==> src/rtl/icn_defines.vh <==
// Constants for the input change notification block.
// Assumes inclusion by bare name from rtl/.
`ifndef ICN_DEFINES_VH
`define ICN_DEFINES_VH
`define ICN_MAX_PINS       21
`define ICN_LOW_BITS       16
`define ICN_HIGH_BITS      5
`define ICN_ENABLE_RESET   16'h0000
`define ICN_PULLUP_RESET   16'h0000
`define ICN_SETTLE_CYCLES  2'h3
`endif

==> src/rtl/icn_sync.v <==
// Two-flop level synchroniser for one vector of pins.
// Assumes one clock and a synchronous active-high reset.
`timescale 1ns/10ps
`default_nettype none
module icn_sync #(
  parameter WIDTH = 21
) (
  input  wire             clk,
  input  wire             reset,
  input  wire [WIDTH-1:0] d,
  output reg  [WIDTH-1:0] q
);
  reg [WIDTH-1:0] meta;
  always @(posedge clk) begin
    if (reset) begin
      meta <= {WIDTH{1'b0}};
      q    <= {WIDTH{1'b0}};
    end else begin
      meta <= d;
      q    <= meta;
    end
  end
endmodule // icn_sync
`default_nettype wire

==> src/rtl/icn_notifier.v <==
// Input change notification: per-pin change detect and weak pull-up control.
// Assumes inputs synchronous to SYS_CLK, pads apply the pull-up enables.
// How it works
// - Enabled pin change raises interrupt request
// - Clocked sleep reference catches raw pin changes while asleep
// - Up to 21 pins, count is parameter
// - Two enable words gate each pin's request
// - Two pull-up words drive per-pin pull-ups
`timescale 1ns/10ps
`default_nettype none
`include "icn_defines.vh"
module icn_notifier #(
  parameter NUM_PINS = `ICN_MAX_PINS
) (
  // Clock and reset
  input  wire                 SYS_CLK,
  input  wire                 RESET,
  // Power state
  input  wire                 SLEEP,
  // Monitored input pins
  input  wire [NUM_PINS-1:0]  MONITORED_INPUT_PIN,
  // Software control words
  input  wire [15:0]          CHANGE_IRQ_ENABLE_LOW,
  input  wire [15:0]          CHANGE_IRQ_ENABLE_HIGH,
  input  wire [15:0]          WEAK_PULLUP_ENABLE_LOW,
  input  wire [15:0]          WEAK_PULLUP_ENABLE_HIGH,
  // Pending acknowledge
  input  wire                 IRQ_CLEAR,
  // Pull-up controls to the pads
  output reg  [NUM_PINS-1:0]  PULLUP_ON,
  // Interrupt request, wake and per-pin change flags
  output reg                  CHANGE_IRQ,
  output reg                  WAKE_REQUEST,
  output reg  [NUM_PINS-1:0]  PIN_STATE_CHANGE
);
  // One-hot sleep tracking states
  localparam [2:0] ST_AWAKE  = 3'h1;
  localparam [2:0] ST_ENTER  = 3'h2;
  localparam [2:0] ST_ASLEEP = 3'h4;

  // Pin vector from a high and low control word pair
  function [NUM_PINS-1:0] pick_pins;
    input [15:0] high_word;
    input [15:0] low_word;
    reg   [31:0] both;
    begin
      both      = {high_word, low_word};
      pick_pins = both[NUM_PINS-1:0];
    end
  endfunction

  // Enabled pins whose level differs from a reference
  function [NUM_PINS-1:0] diff_pins;
    input [NUM_PINS-1:0] level_now;
    input [NUM_PINS-1:0] level_ref;
    input [NUM_PINS-1:0] mask;
    begin
      diff_pins = (level_now ^ level_ref) & mask;
    end
  endfunction

  // Control words as pin vectors
  wire [NUM_PINS-1:0] enable;
  wire [NUM_PINS-1:0] pullup_req;
  // Synchronised pins and change detect
  wire [NUM_PINS-1:0] pin_sync;
  reg  [NUM_PINS-1:0] prev_level;
  reg  [1:0]          fill;
  wire                primed;
  wire [NUM_PINS-1:0] changed;
  // Sleep tracking
  reg  [2:0]          state;
  reg  [2:0]          next_state;
  reg  [NUM_PINS-1:0] sleep_ref;
  reg  [NUM_PINS-1:0] next_sleep_ref;
  wire                asleep;
  wire                sleep_entry;
  wire [NUM_PINS-1:0] sleep_diff;
  wire                sleep_hit;
  // Next values of the registered outputs
  reg  [NUM_PINS-1:0] next_change;
  reg                 next_irq;
  wire                next_wake;

  assign enable     = pick_pins(CHANGE_IRQ_ENABLE_HIGH, CHANGE_IRQ_ENABLE_LOW);
  assign pullup_req = pick_pins(WEAK_PULLUP_ENABLE_HIGH, WEAK_PULLUP_ENABLE_LOW);

  icn_sync #(
    .WIDTH (NUM_PINS)
  ) u_sync (
    .clk   (SYS_CLK),
    .reset (RESET),
    .d     (MONITORED_INPUT_PIN),
    .q     (pin_sync)
  );

  // History starts at zero, so the first compares are masked
  always @(posedge SYS_CLK) begin
    if (RESET) begin
      fill <= 2'h0;
    end else if (!primed) begin
      fill <= fill + 2'h1;
    end
  end

  assign primed = (fill == `ICN_SETTLE_CYCLES);

  always @(posedge SYS_CLK) begin
    if (RESET) begin
      prev_level <= {NUM_PINS{1'h0}};
    end else begin
      prev_level <= pin_sync;
    end
  end

  // Change compare against last captured level
  assign changed = primed ? diff_pins(pin_sync, prev_level, enable) : {NUM_PINS{1'h0}};

  // Sleep tracking: reference taken on the way in
  always @* begin
    next_state = state;
    case (state)
      ST_AWAKE: begin
        if (SLEEP) begin
          next_state = ST_ENTER;
        end
      end
      ST_ENTER: begin
        if (SLEEP) begin
          next_state = ST_ASLEEP;
        end else begin
          next_state = ST_AWAKE;
        end
      end
      ST_ASLEEP: begin
        if (!SLEEP) begin
          next_state = ST_AWAKE;
        end
      end
      default: begin
        next_state = ST_AWAKE;
      end
    endcase
  end

  always @(posedge SYS_CLK) begin
    if (RESET) begin
      state <= ST_AWAKE;
    end else begin
      state <= next_state;
    end
  end

  assign asleep      = (state == ST_ENTER) | (state == ST_ASLEEP);
  assign sleep_entry = SLEEP & (state == ST_AWAKE);

  always @* begin
    next_sleep_ref = sleep_ref;
    if (sleep_entry) begin
      next_sleep_ref = MONITORED_INPUT_PIN;
    end
  end

  always @(posedge SYS_CLK) begin
    if (RESET) begin
      sleep_ref <= {NUM_PINS{1'h0}};
    end else begin
      sleep_ref <= next_sleep_ref;
    end
  end

  // Raw pin compare: no synchroniser delay while asleep
  assign sleep_diff = diff_pins(MONITORED_INPUT_PIN, sleep_ref, enable);
  assign sleep_hit  = asleep & (|sleep_diff);
  assign next_wake  = sleep_hit;

  // Set wins over clear
  always @* begin
    if (IRQ_CLEAR) begin
      next_change = changed;
    end else begin
      next_change = PIN_STATE_CHANGE | changed;
    end
  end

  always @* begin
    if (IRQ_CLEAR) begin
      next_irq = (|changed) | sleep_hit;
    end else begin
      next_irq = (|next_change) | sleep_hit | CHANGE_IRQ;
    end
  end

  always @(posedge SYS_CLK) begin
    if (RESET) begin
      PIN_STATE_CHANGE <= {NUM_PINS{1'h0}};
    end else begin
      PIN_STATE_CHANGE <= next_change;
    end
  end

  always @(posedge SYS_CLK) begin
    if (RESET) begin
      CHANGE_IRQ <= 1'h0;
    end else begin
      CHANGE_IRQ <= next_irq;
    end
  end

  always @(posedge SYS_CLK) begin
    if (RESET) begin
      WAKE_REQUEST <= 1'h0;
    end else begin
      WAKE_REQUEST <= next_wake;
    end
  end

  always @(posedge SYS_CLK) begin
    if (RESET) begin
      PULLUP_ON <= {NUM_PINS{1'h0}};
    end else begin
      PULLUP_ON <= pullup_req;
    end
  end
endmodule // icn_notifier
`default_nettype wire

==> config.mk <==
export PLATFORM = sky130hd
export DESIGN_NAME = icn_notifier
export DESIGN_NICKNAME = d
export VERILOG_FILES = /design/src/rtl/icn_sync.v /design/src/rtl/icn_notifier.v
export VERILOG_INCLUDE_DIRS = /design/src /design/src/rtl
export SDC_FILE = /design/constraint.sdc
export NUM_CORES = 1
export LEC_CHECK = 0
export BUFFER_PORTS_ARGS = -buffer_cell sky130_fd_sc_hd__buf_2
export CORE_UTILIZATION = 55
export DETAILED_ROUTE_END_ITERATION = 16
export PLACE_DENSITY = 0.87
export SLEW_MARGIN = 20
export SYNTH_ARGS = -nofsm -noshare
export SYNTH_HDL_FRONTEND = slang
export SYNTH_SLANG_ARGS = --single-unit
==> constraint.sdc <==
create_clock -name SYS_CLK -period 3.4 [get_ports SYS_CLK]
set_input_delay 0.17 -clock SYS_CLK [delete_from_list [all_inputs] [get_ports SYS_CLK]]
set_output_delay 0.17 -clock SYS_CLK [all_outputs]
set_load 0.01 [all_outputs]
==> results_dict.tcl, run 1 <==
set metrics [dict create \
    clk_pin_slew_worst_paths_ps 60 \
    ant_nets 0 \
    dp_hpwl_um 7130 \
    async_reset_ff_frac 0 \
    place_area_um2 5160 \
    r2r_start "fill[0]" \
    critPathMaxFanout 26 \
    slowest_stage "ha_1" \
    design_area_um2 6240 \
    whs_endpoint "PIN_STATE_CHANGE[5]" \
    clock_power_share 0.491 \
    viasPerCell 5.35 \
    die_area_um2 8700 \
    ys_seq_area_frac 0.581 \
    whs_path_depth 3 \
    p_sw_frac 0.224 \
    instances_no_fill 709 \
    utilization 0.792 \
    clk_latency_ps 510 \
    n_antenna_cell 0 \
    antenna_found_initial 0 \
    drive_gt1_frac 0.242 \
    ir_drop_mv 0.418 \
    period_needed_ps 2330 \
    num_vias 3794 \
    die_y_um 93.3 \
    first_pass_iters 6 \
    min-delay-start "CHANGE_IRQ_ENABLE_LOW[5]" \
    hold_path.class "in2reg" \
    max_freq_mhz 429 \
    final_common_cell "dfxtp_1" \
    setup_ws_ps 1070 \
    slowest_delay_ps 580 \
    fp.dieW_um 93.3 \
    critical_path.endpoint_type "flop" \
    cap_violations 0 \
    p_leak_uw 0.00286 \
    p_int_uw 3060 \
    finalCritPeriodShare 0.685 \
    post-place-ws_ps 1170 \
    combPwrFrac 0.087 \
    drc 0 \
    netlist_instances 442 \
    routed_wl_um 11700 \
    synth_top_cell_by_area "dfxtp_1" \
    wl_per_cell_um 16.5 \
    synth_ff_type "dfxtp_1" \
    arrival_ps 2730 \
    pwr_density_cell_nw_per_um2 632 \
    rsz0062_at_grt "false" \
    gp_congestion 0.911 \
    synthTopCellsByArea "dfxtp_1 58%, nor2b_1 11%, xor2_1 8.2%" \
    worst-setup-path-type "reg2reg" \
    syn_area_um2 4580 \
    cp_cell_sequence "ha_1, a32oi_1, nand4_1, nor3_1, a41oi_1, a21o_1" \
    power.switching_uw 883 \
    status "complete, no violations" \
    cts_resized 0 \
    cts-htree-levels 4 \
    clock_skew_ps 7.42 \
    area_growth_pct 36.2 \
    core_region_area_um2 7890 \
    first_global_vias 3687 \
    numCtsBuffers 17 \
    grt_overflow 0 \
    fin_nets 685 \
    max_slew_margin 0.275 \
    syn_avg_cell_area_um2 10.4 \
    slew_violations 0 \
    cts_buffer_depth 2 \
    mostFrequentLayoutCells "133 x dfxtp_1, 109 x buf_2, 84 x nor2b_1" \
    synth_edf_count 0 \
    synth-seq-cells 133 \
    yosysWarningCount 0 \
    root_buffer "clkbuf_8" \
    rows 32 \
    hold_viol_final 0 \
    setup_viol_count_final 0 \
    grt_max_degree 78 \
    initial_core_util 0.581 \
    rr_endpoint "CHANGE_IRQ" \
    required_ps 3800 \
    tightest_slew_ps 1090 \
    track_usage 0.279 \
    synth_cell_type_count 30 \
    cts_tree "yes" \
    worstRegToRegCells 6 \
    power_frac_seq 0.422 \
    grt_pass1_wl_um 18200 \
    fillerInstances 495 \
    cts_num_sinks 133 \
    io_pins 133 \
    cp-start-kind "flop" \
    drt_iter0_markers 270 \
    synth_nets 532 \
    finalSetupTns_ps 0 \
    rrSetupSlack_ps 1070 \
    synth_top_area_frac 0.581 \
    numPortBuffers 110 \
    place_inst 633 \
]
[layout make-up]
cell class / count / area (um2) / area share
multi-input cells: 284 / 1800 / 0.288
clock buffers: 18 / 428 / 0.0685
repair buffers: 157 / 1020 / 0.163
well taps: 102 / 128 / 0.0204
flip-flops and latches: 133 / 2660 / 0.426
inverters: 2 / 7.51 / 0.00120
clock inverters: 13 / 205 / 0.0329
[routing by layer]
layer / GRT usage / up-vias / part of all wire / wire (um)
li1: - / 1791 / - / -
met1: 0.334 / 1771 / 0.40 / 4680
met2: 0.467 / 198 / 0.50 / 5870
met3: 0.0772 / 34 / 0.074 / 871
met4: 0.124 / 0 / 0.025 / 297
met5: 0 / - / 0 / 0
[critical path: cells and delay by family, from the launching register on]
family	cells	cell delay, ps
DFF	1	330
and+or+nand+nor	2	480
AOI/OAI and AO/OA	3	830
adders and majority gates	1	580
[worst max-delay path by stage]
| stage | from | to | slack [ps] | depth (start not counted) |
|---|---|---|---|---|
| after CTS | fill[0] | CHANGE_IRQ | 1110 | 6 |
| after floorplan | fill[0] | CHANGE_IRQ | 1800 | 8 |
| after global routing | fill[0] | CHANGE_IRQ | 910 | 6 |
| after detailed placement | fill[0] | CHANGE_IRQ | 1170 | 6 |
| final | fill[0] | CHANGE_IRQ | 1070 | 6 |
| after global placement | fill[0] | CHANGE_IRQ | 1240 | 6 |
[cell usage after synthesis (all sizes together), types with 2 or more instances]
master,n
a21oi,22
clkbuf,13
a22oi,18
nand4,8
nand2,44
nor2b,84
buf,10
inv,2
nor3,2
a32oi,20
dfxtp,133
xor2,43
nand3,4
a41oi,2
nor2,27
[power by group through the flow]
stage                     combinational [uW]  sequential (uW)  clock (uW)
after floorplan                          175             1700           0
after global placement                   281             1690           0
after detailed placement                 291             1700           0
after CTS                                338             1660        1950
after global routing                     370             1670        2030
final                                    343             1660        1940
[cells by family after synthesis]
logic type	synth area share
xor gates and xnor gates	0.0841
buffers and inverters	0.0289
adders and majority gates	0.00273
and+or+nand+nor	0.196
muxes	0.00218
AOI/OAI and AO/OA	0.106
DFF	0.581
[registers in the layout, indices dropped and copies added (netlist names)]
name,flops
CHANGE_IRQ,1
prev_level,21
fill,2
sleep_ref,21
state,3
PIN_STATE_CHANGE,21
u_sync.q,21
WAKE_REQUEST,1
u_sync.meta,21
PULLUP_ON,21
[what timing repair did]
item	in CTS	in global routing
hold buffers	45	0
endpoints found under the hold margin	66	0
buffers inserted	0	0
[stage by stage]
stage	total power, uW	hold slack (ps)
after floorplan	1870	298
after global placement	1970	377
after detailed placement	1990	383
after CTS	3950	0.118
after global routing	4080	22.2
final	3950	23.3
(Power assumes the default switching activity.)
==> run 2: changes to the inputs <==
Settings changed: ABC_AREA from default to 1, CORE_UTILIZATION 55 to 47, PLACE_DENSITY 0.87 to 0.78.
Clock period 3.4 ns to 2.1 ns, I/O delays scaled along.
==> results_dict.tcl, run 2 <==
set metrics [dict create \
    cts_tree "yes" \
    crit_start "fill[0]" \
    hold_viol_final 0 \
    cts_num_sinks 133 \
    drt_iter0_markers 158 \
    viasPerCell 4.47 \
    synthTopCellsByArea "dfxtp_1 53%, nand2_1 11%, inv_1 9.0%" \
    synth_edf_count 0 \
    post_cts_buffers 0 \
    period_needed_ps 1750 \
    numCtsBuffers 17 \
    finalSetupTns_ps 0 \
    power_frac_seq 0.429 \
    wl_per_cell_um 11.5 \
    synthTopCellsByCount "143 x nand2_1, 133 x dfxtp_1, 122 x inv_1" \
    synth.most_common_cell "nand2_1" \
    rr_endpoint "CHANGE_IRQ" \
    die_y_um 106 \
    worst_path_most_repeated_cell "nand2_1" \
    ant_nets 0 \
    clock_power_share 0.470 \
    required_ps 2510 \
    cts_buffer_depth 2 \
    critPathMaxFanout 20 \
    netlist_instances 663 \
    mostFrequentLayoutCells "143 x nand2_1, 133 x dfxtp_1, 122 x inv_1" \
    combPwrFrac 0.101 \
    io_pins 133 \
    slew_violations 0 \
    core_region_area_um2 10400 \
    power.switching_uw 1480 \
    first_global_vias 4117 \
    cp-start-kind "flop" \
    slowest_stage "dfxtp_1" \
    place_inst 892 \
    crit_buf_inv 2 \
    ys_seq_area_frac 0.525 \
    rsz0062_at_grt "false" \
    fp.dieW_um 106 \
    grt_busiest_layer "met2" \
    status "complete, no violations" \
    first_pass_iters 5 \
    area_growth_pct 37.0 \
    crit_family "simple AND/OR/NAND/NOR gates" \
    critical_path.endpoint_type "flop" \
    rows 37 \
    use_met3 0.0421 \
    final_common_cell "nand2_1" \
    max_freq_mhz 572 \
    synth-seq-cells 133 \
    synth_top_cell_by_area "dfxtp_1" \
    tightest_slew_ps 680 \
    fin_nets 925 \
    worst-setup-path-type "reg2reg" \
    drive_gt1_frac 0.196 \
    die_area_um2 11200 \
    numPortBuffers 110 \
    setup_viol_count_final 0 \
    finalCritPeriodShare 0.832 \
    root_buffer "clkbuf_8" \
    r2r_start "fill[0]" \
    postCtsHoldBufs 60 \
    slowest_delay_ps 320 \
    clock_skew_ps 7.77 \
    synth_cell_type_count 21 \
    clk_latency_ps 510 \
    synth_nets 753 \
    met1_usage 0.255 \
    hold_path.class "in2reg" \
    cts-htree-levels 4 \
    grt_max_degree 108 \
    grt_pass1_wl_um 18500 \
    ir_drop_mv 0.541 \
    track_usage 0.212 \
    cap_violations 0 \
    arrival_ps 2160 \
    use_met2 0.359 \
    num_vias 4396 \
    pwr_density_cell_nw_per_um2 912 \
    synth_ff_type "dfxtp_1" \
    syn_area_um2 5070 \
    p_int_uw 4850 \
    cts_resized 0 \
    p_leak_uw 0.00363 \
    routed_wl_um 11300 \
    min-delay-start "CHANGE_IRQ_ENABLE_LOW[3]" \
    whs_endpoint "PIN_STATE_CHANGE[3]" \
    dp_hpwl_um 7080 \
    p_sw_frac 0.234 \
    clk_pin_slew_worst_paths_ps 60 \
    yosysWarningCount 0 \
    grt_overflow 0 \
    drc 0 \
    gp_congestion 0.783 \
    synth_top_area_frac 0.525 \
    max_slew_margin 0.546 \
    n_antenna_cell 0 \
    syn_avg_cell_area_um2 7.64 \
    whs_path_depth 5 \
    antenna_found_initial 0 \
    cp_cell_sequence "ha_1, buf_4, nand2_1, inv_1, nand3_1, nand2_1, nor2_1, nand2_1, nor2_1, nand3_1, nand2_1, nand2_1" \
    initial_core_util 0.489 \
    instances_no_fill 984 \
    worstRegToRegCells 12 \
    async_reset_ff_frac 0 \
    rrSetupSlack_ps 350 \
]
==> run 2: changes by cell type in the layout (fill, tap and decap cells not counted), moves of 22 or more <==
cell     before  now
a21oi_1      22   44
inv_1         1  122
nand2_1      44  143
nor2_1       27  115
nor2b_1      84    0
o21ai_0       0   26
xor2_1       43   12
==> run 2: layout make-up <==
class	instances	area (um2)
sequential	133	2660
fill	848	3430
timing repair buffer	175	1200
clock inverter	11	150
multi-input combinational	386	1840
inverter	122	458
tap	136	170
clock buffer	21	459
==> run 2: kinds of logic after synthesis <==
logic type / after synthesis / share of synthesized area
xor+xnor: 12 / 0.0207
simple gates: 300 / 0.266
compound gates: 73 / 0.0743
fa+ha+maj: 1 / 0.00247
flops: 133 / 0.525
buf+inv: 144 / 0.111
==> run 2: worst reg2reg max path, cell delays in order, from the launching register on <==
cell	delay (ps)
dfxtp_1	320
ha_1	210
buf_4	230
nand2_1	90
inv_1	40
nand3_1	130
nand2_1	70
nor2_1	100
nand2_1	50
nor2_1	170
nand3_1	100
nand2_1	90
nand2_1	50
==> run 2: routing by layer <==
layer | vias up | wire, um
li1 | 2335 | -
met1 | 1945 | 4980
met2 | 95 | 5580
met3 | 21 | 509
met4 | 0 | 247
met5 | - | 0
==> run 2: worst max-delay path by stage <==
stage	depth (start not counted)	to	slack, ps
after detailed placement	12	CHANGE_IRQ	380
after CTS	12	CHANGE_IRQ	380
after global placement	12	CHANGE_IRQ	400
after floorplan	12	CHANGE_IRQ	660
after global routing	12	CHANGE_IRQ	210
final	12	CHANGE_IRQ	350
==> run 2: metrics by stage <==
step                setup slack (ps)  total power, uW   util  hold WS (ps)  cell area, um2
global route                     214             6590  0.670          30.6            6940
finish                           353             6330  0.670          18.7            6940
CTS                              376             6370  0.670          7.54            6940
detailed placement               384             3310  0.553           311            5730
global placement                 405             3300  0.553           304            5730
floorplan                        662             3120      -           212            5070
==> run 2: power by group through the flow <==
stage	sequential [uW]	combinational [uW]	clock (uW)
6_report	2720	639	2980
5_1_grt	2730	716	3140
3_5_place_dp	2770	545	0
4_1_cts	2720	640	3020
2_1_floorplan	2770	346	0
3_3_place_gp	2760	538	0
==> run 3: changes to the inputs <==
Clock period 2.1 ns to 1.4 ns, I/O delays scaled along.
==> results_dict.tcl, run 3 (synthesized netlist as in run 2, its figures left out) <==
set metrics [dict create \
    status "finished, violations left" \
    violations "setup timing" \
    setup_viol_count_final 1 \
    p_leak_uw 0.00378 \
    clock_skew_ps 5.33 \
    cts_num_sinks 133 \
    slowest_stage "dfxtp_2" \
    mostFrequentLayoutCells "140 x nand2_1, 131 x dfxtp_1, 122 x inv_1" \
    io_pins 133 \
    cp_cell_sequence "ha_4, buf_6, nand2_1, inv_1, nand3_2, nand2_1, nor2_2, nand2_1, nor2_2, a21oi_2, nand2_1, nand2_1" \
    place_area_um2 5860 \
    use_met2 0.414 \
    die_area_um2 11200 \
    grt_busiest_layer "met2" \
    slowest_delay_ps 330 \
    ant_nets 0 \
    hold_path.class "in2reg" \
    crit_buf_inv 2 \
    first_pass_iters 5 \
    dp_hpwl_um 7750 \
    num_vias 4555 \
    min-delay-start "CHANGE_IRQ_ENABLE_HIGH[2]" \
    drive_gt1_frac 0.224 \
    cap_violations 0 \
    hold_viol_final 0 \
    wl_per_cell_um 12.0 \
    pwr_density_cell_nw_per_um2 1360 \
    cp-start-kind "flop" \
    grt_max_degree 98 \
    track_usage 0.224 \
    clk_pin_slew_worst_paths_ps 60 \
    design_area_um2 7260 \
    gp_congestion 0.775 \
    cts-htree-levels 4 \
    required_ps 1810 \
    grt_overflow 0 \
    area_growth_pct 43.2 \
    whs_endpoint "PIN_STATE_CHANGE[18]" \
    die_y_um 106 \
    setup_ws_ps -102 \
    finalSetupTns_ps -102 \
    rrSetupSlack_ps -100 \
    fin_nets 946 \
    numCtsBuffers 17 \
    period_needed_ps 1500 \
    whs_path_depth 4 \
    max_slew_margin 0.724 \
    critPathMaxFanout 4 \
    crit_family "simple AND/OR/NAND/NOR gates" \
    clk_latency_ps 520 \
    grt_pass1_wl_um 19500 \
    routed_wl_um 12000 \
    cts_buffer_depth 2 \
    cts_tree "yes" \
    met1_usage 0.251 \
    initial_core_util 0.489 \
    use_met3 0.0544 \
    worst_path_most_repeated_cell "nand2_1" \
    worstRegToRegCells 12 \
    finalCritPeriodShare 1.07 \
    root_buffer "clkbuf_8" \
    core_region_area_um2 10400 \
    ir_drop_mv 0.757 \
    n_antenna_cell 0 \
    drt_iter0_markers 264 \
    first_global_vias 4459 \
    tightest_slew_ps 414 \
    drc 0 \
    utilization 0.700 \
    final_common_cell "nand2_1" \
    arrival_ps 1910 \
    numPortBuffers 110 \
    antenna_found_initial 0 \
    rsz0062_at_grt "true" \
    viasPerCell 4.54 \
    fp.dieW_um 106 \
    worst-setup-path-type "reg2reg" \
    slew_violations 0 \
    rr_endpoint "CHANGE_IRQ" \
    r2r_start "fill[1]" \
    rows 37 \
    max_freq_mhz 666 \
    finalPower_uw 9850 \
    critical_path.endpoint_type "flop" \
]
run 3: changes by cell type in the layout (fill, tap and decap cells not counted), sizes merged:
cell / previous run / this run
buf: 115 / 127
clkbuf: 21 / 19
dlygate4sd3: 60 / 69
clkinvlp: 5 / 2
clkinv: 3 / 5
bufinv: 3 / 5
run 3: cell type report:
cell class	count	area, um2
well taps	136	170
clock buffers	19	422
fillers	836	3110
clock inverters	12	205
repair buffers	196	1430
multi-input cells	386	1910
inverters	122	458
flip-flops and latches	133	2670
run 3: per-layer routing:
| layer | wire length [um] | part of all wire |
|---|---|---|
| met5 | 0 | 0 |
| met4 | 191 | 0.016 |
| met3 | 535 | 0.045 |
| met2 | 6180 | 0.51 |
| met1 | 5100 | 0.42 |
run 3: how the worst max path moves through the flow:
stage	start	endpoint	slack, ps	cells after the start
detailed placement	fill[0]	CHANGE_IRQ	-180	12
floorplan	fill[0]	CHANGE_IRQ	20	12
global placement	fill[0]	CHANGE_IRQ	-150	12
CTS	fill[1]	CHANGE_IRQ	-120	11
finish	fill[1]	CHANGE_IRQ	-100	12
global route	fill[1]	CHANGE_IRQ	-190	11
run 3: where the power goes:
part | internal [uW] | switching (uW)
Combinational | 533 | 547
Clock | 3070 | 1610
Sequential | 3990 | 104
run 3: per-stage QoR:
stage	std cells	worst slack (ps)	hold slack [ps]
3_5_place_dp	903	-179	275
5_1_grt	1004	-193	18.3
2_1_floorplan	663	23.5	177
6_report	1004	-102	21.5
4_1_cts	1004	-118	8.49
3_3_place_gp	903	-151	268
run 3: tightest hold or removal path, stage by stage:
cell	delay, ps
buf_2	120
nand4_1	130
buf_4	120
a21oi_1	40
run 3: timing repair:
action | 4_1_cts | 5_1_grt
hold buffers | 69 | 0
endpoints found under the setup margin | 1 | 3
pin swaps | 8 | 2
hold endpoints to repair | 81 | 0
gates cloned | 0 | 0
setup buffers | 1 | 0
resized for setup | 13 | 9
